--- config.mk ---
export PLATFORM = sky130hd
export DESIGN_NAME = memory_timing_param_regs
export DESIGN_NICKNAME = d
export VERILOG_FILES = /design/src/design/mem_timing_pkg.sv /design/src/design/memory_timing_param_regs.sv /design/src/design/delay_counter.sv
export SDC_FILE = /design/constraint.sdc
export NUM_CORES = 1
export LEC_CHECK = 0
export BUFFER_PORTS_ARGS = -buffer_cell sky130_fd_sc_hd__clkbuf_2
export CAP_MARGIN = 20
export CORE_AREA = 2 2 125 127
export DETAILED_ROUTE_END_ITERATION = 16
export DIE_AREA = 0 0 127 129
export GPL_TIMING_DRIVEN = 0
export PLACE_DENSITY_LB_ADDON = 0.15
export SYNTH_ARGS = -nofsm -noshare
export SYNTH_HDL_FRONTEND = slang
export SYNTH_SLANG_ARGS = --single-unit
export TNS_END_PERCENT = 5
--- constraint.sdc ---
create_clock -name sys_clk -period 3.16 [get_ports sys_clk]
set_input_delay 0.316 -clock sys_clk [delete_from_list [all_inputs] [get_ports sys_clk]]
set_output_delay 0.316 -clock sys_clk [all_outputs]
set_load 0.05 [all_outputs]
--- src/design/mem_timing_pkg.sv ---
package mem_timing_pkg;

   // =====================================
   // Register map (byte addresses)
   localparam logic [7:0] XSR_ADDR = 8'h00;
   localparam logic [7:0] RRD_ADDR = 8'h04;
   localparam logic [7:0] MRD_ADDR = 8'h08;
   localparam logic [7:0] LONG_WAIT_ADDR = 8'h0C;
   localparam logic [7:0] DYN_CFG_ADDR = 8'h10;
   localparam logic [7:0] LONG_WAIT_EN_ADDR = 8'h20;
   localparam logic [7:0] STATUS_ADDR = 8'h24;

   // =====================================
   // Reset values
   localparam logic [4:0] XSR_RESET = 5'h1F;
   localparam logic [3:0] RRD_RESET = 4'hF;
   localparam logic [3:0] MRD_RESET = 4'hF;
   localparam logic [9:0] LONG_WAIT_RESET = 10'h000;
   localparam logic [3:0] LONG_WAIT_EN_RESET = 4'h0;

   // =====================================
   // Field positions of a dynamic configuration word
   localparam int CFG_PROTECT_POS = 20;
   localparam int CFG_BUFFER_POS = 19;
   localparam int CFG_MAP_HIGH_POS = 14;
   localparam int CFG_MAP_LOW_POS = 7;
   localparam int CFG_DEVICE_POS = 3;

   // =====================================
   // Counting
   localparam int CNT_W = 14;
   localparam int LONG_WAIT_SHIFT = 4;
   localparam int NUM_DYN_CS = 4;
   localparam int NUM_TIMERS = 4;
   localparam int TMR_XSR = 0;
   localparam int TMR_RRD = 1;
   localparam int TMR_MRD = 2;
   localparam int TMR_STATIC = 3;

   // =====================================
   // Carriers
   typedef struct packed {
      logic psel;
      logic penable;
      logic pwrite;
      logic [7:0] paddr;
      logic [31:0] pwdata;
   } apb_req_s;

   typedef struct packed {
      logic [31:0] prdata;
      logic pready;
      logic pslverr;
   } apb_rsp_s;

   typedef struct packed {
      logic writeProtect;
      logic bufferEnable;
      logic mapHigh;
      logic [5:0] mapLow;
      logic [1:0] memDevice;
   } dyn_cfg_s;

   typedef struct packed {
      logic [4:0] xsr;
      logic [3:0] rrd;
      logic [3:0] mrd;
      logic [9:0] longWait;
      dyn_cfg_s [NUM_DYN_CS-1:0] dyn;
      logic [3:0] longWaitEn;
      logic [1:0] lastBank;
      logic waitDone;
      logic [31:0] prdata;
      logic pslverr;
   } regs_s;

   typedef struct packed {
      logic [CNT_W-1:0] count;
   } cnt_s;

endpackage : mem_timing_pkg

--- src/design/memory_timing_param_regs.sv ---
// The address map and the APB register port were chosen for this implementation.
`timescale 1ns/100ps
`default_nettype none

module memory_timing_param_regs (
   input wire logic sys_clk,
   input wire logic rst_b,
   input wire mem_timing_pkg::apb_req_s apbReq,
   output mem_timing_pkg::apb_rsp_s apbRsp,
   input wire logic selfRefreshExit,
   input wire logic modeLoad,
   input wire logic activateReq,
   input wire logic [1:0] activateBank,
   input wire logic activateIssue,
   output logic activateAllowed,
   input wire logic staticStart,
   input wire logic [1:0] staticCs,
   input wire logic [4:0] normalWait,
   output logic staticBusy,
   output mem_timing_pkg::dyn_cfg_s [mem_timing_pkg::NUM_DYN_CS-1:0] dynCfg
);
   import mem_timing_pkg::*;

   regs_s st_ff;
   regs_s nxt_st;
   logic access;
   logic pready;
   logic commit;
   logic [NUM_TIMERS-1:0] tmrLoad;
   logic [CNT_W-1:0] tmrValue [NUM_TIMERS];
   logic [NUM_TIMERS-1:0] tmrBusy;
   logic bankClash;

   // =====================================
   // Decoding helpers
   function automatic logic isMapped(input logic [7:0] addr);
      isMapped = (addr == XSR_ADDR) || (addr == RRD_ADDR) || (addr == MRD_ADDR) ||
                 (addr == LONG_WAIT_ADDR) || (addr == LONG_WAIT_EN_ADDR) ||
                 (addr == STATUS_ADDR) ||
                 ((addr[7:4] == DYN_CFG_ADDR[7:4]) && (addr[1:0] == 2'h0));
   endfunction : isMapped

   function automatic logic isDynCfg(input logic [7:0] addr, input int idx);
      isDynCfg = (addr == (DYN_CFG_ADDR + 8'(idx * 4)));
   endfunction : isDynCfg

   // Code n means n+1 cycles (16 times that when scaled); counter holds cycles-1, so an unscaled code loads as is
   function automatic logic [CNT_W-1:0] loadFor(input logic [9:0] code, input logic scaled);
      logic [CNT_W-1:0] wide;
      wide = CNT_W'(code);
      if (scaled) begin
         loadFor = ((wide + 1'b1) << LONG_WAIT_SHIFT) - 1'b1;
      end else begin
         loadFor = wide;
      end
   endfunction : loadFor

   function automatic logic [31:0] cfgToWord(input dyn_cfg_s c);
      logic [31:0] w;
      w = 32'h0;
      w[CFG_PROTECT_POS] = c.writeProtect;
      w[CFG_BUFFER_POS] = c.bufferEnable;
      w[CFG_MAP_HIGH_POS] = c.mapHigh;
      w[CFG_MAP_LOW_POS +: 6] = c.mapLow;
      w[CFG_DEVICE_POS +: 2] = c.memDevice;
      cfgToWord = w;
   endfunction : cfgToWord

   function automatic dyn_cfg_s cfgFromWord(input logic [31:0] w);
      dyn_cfg_s c;
      c.writeProtect = w[CFG_PROTECT_POS];
      c.bufferEnable = w[CFG_BUFFER_POS];
      c.mapHigh = w[CFG_MAP_HIGH_POS];
      c.mapLow = w[CFG_MAP_LOW_POS +: 6];
      c.memDevice = w[CFG_DEVICE_POS +: 2];
      cfgFromWord = c;
   endfunction : cfgFromWord

   // =====================================
   // APB handshake: first access cycle is the wait state
   assign access = apbReq.psel && apbReq.penable;
   assign pready = access && st_ff.waitDone;
   assign commit = pready;

   assign apbRsp.prdata = st_ff.prdata;
   assign apbRsp.pready = pready;
   assign apbRsp.pslverr = access && st_ff.waitDone && st_ff.pslverr;

   // =====================================
   // Next state
   always_comb begin
      nxt_st = st_ff;
      nxt_st.waitDone = access && !st_ff.waitDone;
      if (access && !st_ff.waitDone) begin
         nxt_st.pslverr = !isMapped(apbReq.paddr);
         nxt_st.prdata = 32'h0;
         unique case (apbReq.paddr)
            XSR_ADDR: begin
               nxt_st.prdata[4:0] = st_ff.xsr;
            end
            RRD_ADDR: begin
               nxt_st.prdata[3:0] = st_ff.rrd;
            end
            MRD_ADDR: begin
               nxt_st.prdata[3:0] = st_ff.mrd;
            end
            LONG_WAIT_ADDR: begin
               nxt_st.prdata[9:0] = st_ff.longWait;
            end
            LONG_WAIT_EN_ADDR: begin
               nxt_st.prdata[3:0] = st_ff.longWaitEn;
            end
            STATUS_ADDR: begin
               nxt_st.prdata[NUM_TIMERS-1:0] = tmrBusy;
               nxt_st.prdata[9:8] = st_ff.lastBank;
            end
            default: begin
               for (int i = 0; i < NUM_DYN_CS; i++) begin
                  if (isDynCfg(apbReq.paddr, i)) begin
                     nxt_st.prdata = cfgToWord(st_ff.dyn[i]);
                  end
               end
            end
         endcase
      end
      // Writes take effect only on the completing edge
      if (commit && apbReq.pwrite) begin
         unique case (apbReq.paddr)
            XSR_ADDR: begin
               nxt_st.xsr = apbReq.pwdata[4:0];
            end
            RRD_ADDR: begin
               nxt_st.rrd = apbReq.pwdata[3:0];
            end
            MRD_ADDR: begin
               nxt_st.mrd = apbReq.pwdata[3:0];
            end
            LONG_WAIT_ADDR: begin
               nxt_st.longWait = apbReq.pwdata[9:0];
            end
            LONG_WAIT_EN_ADDR: begin
               nxt_st.longWaitEn = apbReq.pwdata[3:0];
            end
            default: begin
               for (int i = 0; i < NUM_DYN_CS; i++) begin
                  if (isDynCfg(apbReq.paddr, i)) begin
                     nxt_st.dyn[i] = cfgFromWord(apbReq.pwdata);
                  end
               end
            end
         endcase
      end
      if (activateIssue) begin
         nxt_st.lastBank = activateBank;
      end
   end

   always_ff @(posedge sys_clk or negedge rst_b) begin
      if (!rst_b) begin
         st_ff <= '0;
         st_ff.xsr <= XSR_RESET;
         st_ff.rrd <= RRD_RESET;
         st_ff.mrd <= MRD_RESET;
         st_ff.longWait <= LONG_WAIT_RESET;
         st_ff.longWaitEn <= LONG_WAIT_EN_RESET;
      end else begin
         st_ff <= nxt_st;
      end
   end

   assign dynCfg = st_ff.dyn;

   // =====================================
   // Delay timers, all on sys_clk
   // Values are copied at load, so a register write mid-wait cannot disturb it
   assign tmrLoad[TMR_XSR] = selfRefreshExit;
   assign tmrValue[TMR_XSR] = loadFor(10'(st_ff.xsr), 1'b0);
   assign tmrLoad[TMR_RRD] = activateIssue;
   assign tmrValue[TMR_RRD] = loadFor(10'(st_ff.rrd), 1'b0);
   assign tmrLoad[TMR_MRD] = modeLoad;
   assign tmrValue[TMR_MRD] = loadFor(10'(st_ff.mrd), 1'b0);
   assign tmrLoad[TMR_STATIC] = staticStart;
   assign tmrValue[TMR_STATIC] = st_ff.longWaitEn[staticCs] ?
                                 loadFor(st_ff.longWait, 1'b1) :
                                 CNT_W'(normalWait);

   generate
      for (genvar t = 0; t < NUM_TIMERS; t++) begin : g_timer
         delay_counter u_cnt (
            .sys_clk(sys_clk),
            .rst_b(rst_b),
            .load(tmrLoad[t]),
            .loadValue(tmrValue[t]),
            .busy(tmrBusy[t])
         );
      end
   endgenerate

   // =====================================
   // Activate gate; same-bank activates are not held by the bank-to-bank delay
   assign bankClash = tmrBusy[TMR_RRD] && (activateBank != st_ff.lastBank);
   assign activateAllowed = activateReq && !tmrBusy[TMR_XSR] &&
                            !tmrBusy[TMR_MRD] && !bankClash;
   assign staticBusy = tmrBusy[TMR_STATIC];
endmodule : memory_timing_param_regs

`default_nettype wire

--- src/design/delay_counter.sv ---
`timescale 1ns/100ps
`default_nettype none

module delay_counter (
   input wire logic sys_clk,
   input wire logic rst_b,
   input wire logic load,
   input wire logic [mem_timing_pkg::CNT_W-1:0] loadValue,
   output logic busy
);
   import mem_timing_pkg::*;

   cnt_s st_ff;
   cnt_s nxt_st;

   // =====================================
   // Down-counter, reload wins over the decrement
   always_comb begin
      nxt_st = st_ff;
      if (load) begin
         nxt_st.count = loadValue;
      end else if (st_ff.count != '0) begin
         nxt_st.count = st_ff.count - 1'b1;
      end
   end

   always_ff @(posedge sys_clk or negedge rst_b) begin
      if (!rst_b) begin
         st_ff <= '0;
      end else begin
         st_ff <= nxt_st;
      end
   end

   assign busy = (st_ff.count != '0);

endmodule : delay_counter

`default_nettype wire

==> results of run 1 <==
## worst max-delay path: stages (launching register included)
cell      delay [ns]
dfrtp_1         0.42
or4_1           0.60
or4_4           0.48
nor2_1          0.21
nand2_2         0.15
a21oi_1         0.17
clkbuf_4        0.24
## stage by stage
step                power [mW]  instance area [um2]
finish                    5.91                 9520
global route              6.25                 9520
CTS                       5.91                 9490
detailed placement        3.92                 8910
global placement          3.83                 8870
floorplan                 3.54                 8130
## layout make-up
type | instances | area share
Timing Repair Buffer | 105 | 0.0598
Clock inverter | 15 | 0.0152
Tap cell | 188 | 0.0247
Clock buffer | 17 | 0.0447
Sequential cell | 147 | 0.388
Inverter | 12 | 0.00473
Buffer | 113 | 0.0756
Multi-Input combinational cell | 530 | 0.387
## path summary, 6_finish.rpt
path	end	slack [ns]
max	activateAllowed	0.16
min	g_timer[3].u_cnt.st_ff[3]$_DFFE_PN0P_	0.11
max reg2reg	g_timer[3].u_cnt.st_ff[5]$_DFFE_PN0P_	0.66
min reg2reg	apbRsp[7]$_DFFE_PN0P_	0.48
max in group asynchronous	st_ff[95]$_DFFE_PN1P_	1.94
min in group asynchronous	g_timer[1].u_cnt.st_ff[4]$_DFFE_PN0P_	0.41
## power by group
group / switching, mW / total [mW] / internal [mW]
Combinational: 0.949 / 1.66 / 0.710
Sequential: 0.201 / 2.30 / 2.10
Clock: 0.849 / 1.95 / 1.10
## layer usage
layer | wire [um] | global-route usage | vias to the layer above
met5 | 0 | 0 | -
met4 | 367 | 0.0853 | 0
met3 | 1000 | 0.0545 | 31
met2 | 9500 | 0.411 | 179
met1 | 8420 | 0.311 | 3093
li1 | - | - | 2971
## cells by family (layout without fill, tap and decap cells)
logic type      count (synthesis)  after routing  share of synthesized area
flops                         147            147                      0.458
other cells                     1             16                   0.000465
simple gates                  241            241                      0.158
mux                            89             89                      0.125
compound gates                127            127                     0.0984
buf+inv                       125            262                     0.0947
xor+xnor                       50             50                     0.0542
fa+ha+maj                       7              7                     0.0108
## timing repair
action	CTS	global route
endpoints found under the hold margin	48	0
pin swaps	0	1
gates resized for setup	1	4
buffers inserted	0	2
hold buffers	1	0
setup endpoints to repair	1	1
## placed cells by master, fill, tap and decap left out, types with 4 or more instances in the layout
cell        Yosys  routed
o31ai_1        11      11
ha_1            7       7
xor2_1         10      10
a21oi_1        37      37
nand3b_1        5       5
clkbuf_1       28      28
nand4_1         5       5
inv_6           0       7
clkbuf_2        0      99
mux2_2         77      77
nor2_1         53      53
dfrtp_1       134     134
and4_1          4       4
nand2b_1        7       7
mux2i_1        10      10
buf_1           5       5
or3_1          15      15
buf_4          78      80
o21ai_0        37      37
dfstp_2        13      13
inv_1          12      12
clkbuf_16       0      17
or4_1           6       6
xnor2_1        40      40
o22ai_1         9       9
and2_1          4       4
nor2b_1        11      11
clkinvlp_4      0       5
a21o_1          4       4
conb_1          1      16
nor4_1         11      10
o32ai_1         4       4
nor3_1         28      28
nand3_1        15      15
nand2_1        55      54
## flip-flops by register name, indices dropped and copies added, names as in the netlist
register / cells
apbRsp: 16
dynCfg: 44
st_ff: 31
g_timer.u_cnt.st_ff: 56
==> run_results.csv, run 1 <==
group,metric,value,unit
outcome,status,"complete, no violations",
clock_network,clock_latency,0.43,ns
placed_design,dp_slack,0.398,ns
clock_network,clk_pin_slew_worst_paths,0.06,ns
drt,vias,6274,
worst_setup_path,crit_path_start,"g_timer[1].u_cnt.st_ff[4]$_DFFE_PN0P_",
min_path,min_path_cells,3,
global_route,grt_pass1_wl,31300,um
logic_synthesis,synth_area_leader_cell,"dfrtp_1",
placed_design,gp_congestion,0.877,
worst_setup_path,end_kind,"output pin",
logic_synthesis,ys.flop_type,"dfrtp_1",
logic_synthesis,synth_seq_cells,147,
timing,fin_hold_ws,0.109,ns
clock_network,htreeDepth,4,
drt,viasPerCell,5.57,
finish,n_antenna_cell,0,
logic_synthesis,ys_top_cells_by_count,"dfrtp_1, buf_4, mux2_2",
timing,max_freq,333,MHz
clock_network,cts_root_buffer,"clkbuf_16",
global_route,grt_max_degree,100,
finish,regArea,3690,um2
timing,tns,0,ns
logic_synthesis,synth-edff-count,0,
global_route,grt_pass1_vias,6261,
drt,route.detailed.drc,0,
finish,final_net_count,992,
worst_setup_path,arrival,2.69,ns
timing,setup-violations-final,0,
floorplan,initial_core_util,0.539,
logic_synthesis,synth_async_sr_flop_share,1.00,
floorplan,die_w,127,um
placed_design,io_buffers,101,
timing,slew-limit-headroom,0.450,
logic_synthesis,yosys_warnings,0,
drt,detail-route-antenna-nets,0,
timing,period_share,0.951,
worst_setup_path,start_kind,"flop",
logic_synthesis,syn_avg_cell_area,10.3,um2
logic_synthesis,yosysMostFrequentCell,"dfrtp_1",
clock_network,clk_path_buf_depth,2,
timing,timing.final.crit_period,3.00,ns
power_and_ir_drop,power_density,621,nW/um2
placed_design,dp_hpwl,14200,um
worst_setup_path,r2r-start,"g_timer[3].u_cnt.st_ff[4]$_DFFE_PN0P_",
timing,worst_slack,0.156,ns
global_route,antenna_found_initial,0,
finish,num-fill-cells,1238,
global_route,grt_usage,0.243,
drt,firstDrtPassIters,5,
worst_setup_path,r2r.worst_path.cells,7,
drt,drtIter0Drc,356,
worst_setup_path,worst-setup-path-type,"flop to output pin",
global_route,globalRoute.totalOverflow,0,
job,maxCapViolCount,0,
min_path,min_from,"normalWait[3]",
floorplan,rows,45,
logic_synthesis,syn-cell-area,8070,um2
floorplan,die_area,16400,um2
drt,drt_wl_total,19300,um
logic_synthesis,synth.area.top_cells,"dfrtp_1, mux2_2, buf_4, xnor2_1, dfstp_2",
drt,avgRoutedWirePerCell,17.1,um
finish,multi_input_area,3680,um2
logic_synthesis,ys_seq_area_frac,0.458,
timing,worstMarginPinSlew,0.817,ns
finish,syn2layout_area_growth,17.9,%
timing,slew_violations,0,
min_path,min_path_type,"input pin to flop",
worst_setup_path,worst_ep_required_time,2.84,ns
power_and_ir_drop,peakVddDrop,0.000401,V
timing,skew,0.00601,ns
power_and_ir_drop,leakagePower,4.60,nW
finish,layoutNonFillerInstCount,1127,
floorplan,io_pins,139,
worst_setup_path,crit_path_max_fanout,6,
logic_synthesis,synth_top_area_share,0.415,
placed_design,placed_cells,1092,
clock_network,cts_made_buffers,17,
clock_network,clock_sinks,147,
finish,drive_gt1_frac,0.347,
logic_synthesis,synth_cells,787,
clock_network,cts_tree,"yes",
floorplan,core_area,15000,um2
logic_synthesis,ys_types,63,
finish,post-route-util,0.636,
floorplan,dieHeight,129,um
timing,rsz0062_at_grt,"false",
timing,hold_viol,0,
Note: power is estimated with default switching activity, not from simulation.
==> inputs of run 2 (changes only) <==
- PLACE_DENSITY: unset -> 0.84
- PLACE_DENSITY_LB_ADDON: 0.15 -> unset
==> run_results.csv, run 2 (synthesized netlist as in run 1, its figures left out) <==
group,metric,value,unit
finish,final_net_count,991,
finish,layout_common_cells,"dfrtp_1, clkbuf_2, buf_4",
global_route,grt_usage,0.244,
floorplan,io_pins,139,
timing,worst_slack,0.114,ns
timing,tns,0,ns
clock_network,htreeDepth,4,
drt,drt_wl_total,19500,um
floorplan,rows,45,
finish,final_common_cell,"dfrtp_1",
timing,period_share,0.964,
clock_network,clk_path_buf_depth,2,
clock_network,cts_made_buffers,17,
floorplan,dieHeight,129,um
global_route,globalRoute.totalOverflow,0,
finish,syn2layout_area_growth,17.8,%
worst_setup_path,r2r-start,"g_timer[3].u_cnt.st_ff[4]$_DFFE_PN0P_",
floorplan,core_area,15000,um2
timing,rsz0062_at_grt,"false",
drt,firstDrtPassIters,5,
timing,slew_violations,0,
worst_setup_path,crit_path_max_fanout,6,
worst_setup_path,r2r_slack,0.63,ns
job,maxCapViolCount,0,
power_and_ir_drop,combPwrFrac,0.276,
timing,timing.final.crit_period,3.05,ns
outcome,status,"complete, no violations",
worst_setup_path,r2r_end,"g_timer[3].u_cnt.st_ff[5]$_DFFE_PN0P_",
worst_setup_path,worst-setup-path-type,"flop to output pin",
drt,vias,6390,
finish,regMostFlops,"g_timer.u_cnt.st_ff",
power_and_ir_drop,power,5.87,mW
placed_design,gp_congestion,0.911,
finish,regArea,3690,um2
power_and_ir_drop,peakVddDrop,0.000392,V
finish,largest_reg_flops,56,
power_and_ir_drop,leakagePower,4.60,nW
worst_setup_path,critPathCapture,"activateAllowed",
clock_network,clk_pin_slew_worst_paths,0.06,ns
worst_setup_path,arrival,2.73,ns
timing,max_freq,328,MHz
timing,worstMarginPinSlew,0.805,ns
drt,viasPerCell,5.67,
drt,avgRoutedWirePerCell,17.3,um
finish,n_antenna_cell,0,
worst_setup_path,end_kind,"output pin",
global_route,grt_pass1_wl,31200,um
min_path,min_path_type,"input pin to flop",
power_and_ir_drop,p_clk_frac,0.331,
floorplan,initial_core_util,0.539,
timing,hold_viol,0,
floorplan,die_w,127,um
worst_setup_path,start_kind,"flop",
placed_design,dp_slack,0.250,ns
clock_network,cts_tree,"yes",
power_and_ir_drop,pwr-share-seq,0.393,
power_and_ir_drop,power_density,617,nW/um2
floorplan,die_area,16400,um2
power_and_ir_drop,power.switching,1.95,mW
timing,skew,0.0120,ns
finish,drive_gt1_frac,0.344,
clock_network,cts_root_buffer,"clkbuf_16",
drt,detail-route-antenna-nets,0,
worst_setup_path,worst_ep_required_time,2.84,ns
finish,multi_input_area,3690,um2
clock_network,clock_sinks,147,
power_and_ir_drop,swShare,0.332,
global_route,antenna_found_initial,0,
timing,setup-violations-final,0,
worst_setup_path,crit_path_start,"g_timer[1].u_cnt.st_ff[4]$_DFFE_PN0P_",
worst_setup_path,r2r.worst_path.cells,7,
drt,route.detailed.drc,0,
timing,slew-limit-headroom,0.464,
power_and_ir_drop,intPower,3.92,mW
drt,drtIter0Drc,598,
finish,num-fill-cells,1220,
placed_design,dp_hpwl,13800,um
global_route,grt_pass1_vias,6003,
global_route,grt_max_degree,96,
placed_design,io_buffers,101,
clock_network,clock_latency,0.43,ns
run 2: layout make-up:
cell class	instances	area share
Sequential cell	147	0.389
Multi-Input combinational cell	530	0.388
Buffer	113	0.0757
Timing Repair Buffer	104	0.0591
Clock buffer	20	0.0470
Tap cell	188	0.0247
Clock inverter	12	0.0125
Inverter	12	0.00474
run 2: timing repair:
action	CTS	global route
hold endpoints to repair	52	0
gates resized for setup	2	2
endpoints found under the setup margin	1	1
buffers inserted	1	0
pin swaps	1	0
hold buffers	1	0
run 2: worst min-delay path by stage:
stage	startpoint	end	slack, ns	cells after the start
floorplan	rst_b	apbRsp[10]$_DFFE_PN0P_	0.02	0
global placement	apbRsp[7]$_DFFE_PN0P_	apbRsp[7]$_DFFE_PN0P_	0.46	2
detailed placement	rst_b	g_timer[0].u_cnt.st_ff[9]$_DFFE_PN0P_	0.31	1
CTS	normalWait[3]	g_timer[3].u_cnt.st_ff[3]$_DFFE_PN0P_	0.10	3
global route	normalWait[3]	g_timer[3].u_cnt.st_ff[3]$_DFFE_PN0P_	0.12	3
finish	normalWait[3]	g_timer[3].u_cnt.st_ff[3]$_DFFE_PN0P_	0.12	3
run 2: power by group through the flow:
stage | clock [mW] | sequential (mW) | combinational, mW
2_1_floorplan | 0 | 2.28 | 1.26
3_3_place_gp | 0 | 2.32 | 1.51
3_5_place_dp | 0 | 2.32 | 1.56
4_1_cts | 1.96 | 2.30 | 1.61
5_1_grt | 2.06 | 2.34 | 1.82
6_report | 1.94 | 2.31 | 1.62
run 2: worst max-delay path: stages, from the launching register on:
cell,delay [ns]
dfrtp_1,0.42
or4_1,0.57
or4_4,0.47
nor2_1,0.16
nand2_1,0.18
a21oi_2,0.24
clkbuf_4,0.26
run 2: per-stage QoR:
| step | utilization | area (um2) | hold slack [ns] | instances |
|---|---|---|---|---|
| after floorplan | - | 8130 | 0.0204 | 802 |
| after global placement | 0.592 | 8870 | 0.463 | 1091 |
| after detailed placement | 0.595 | 8910 | 0.312 | 1092 |
| after CTS | 0.634 | 9500 | 0.103 | 1126 |
| after global routing | 0.635 | 9510 | 0.124 | 1126 |
| final | 0.635 | 9510 | 0.117 | 1126 |
run 2: metal layers:
layer	track usage	wire length, um
met1	0.321	8310
met2	0.395	9320
met3	0.0615	1340
met4	0.0924	486
met5	0	0
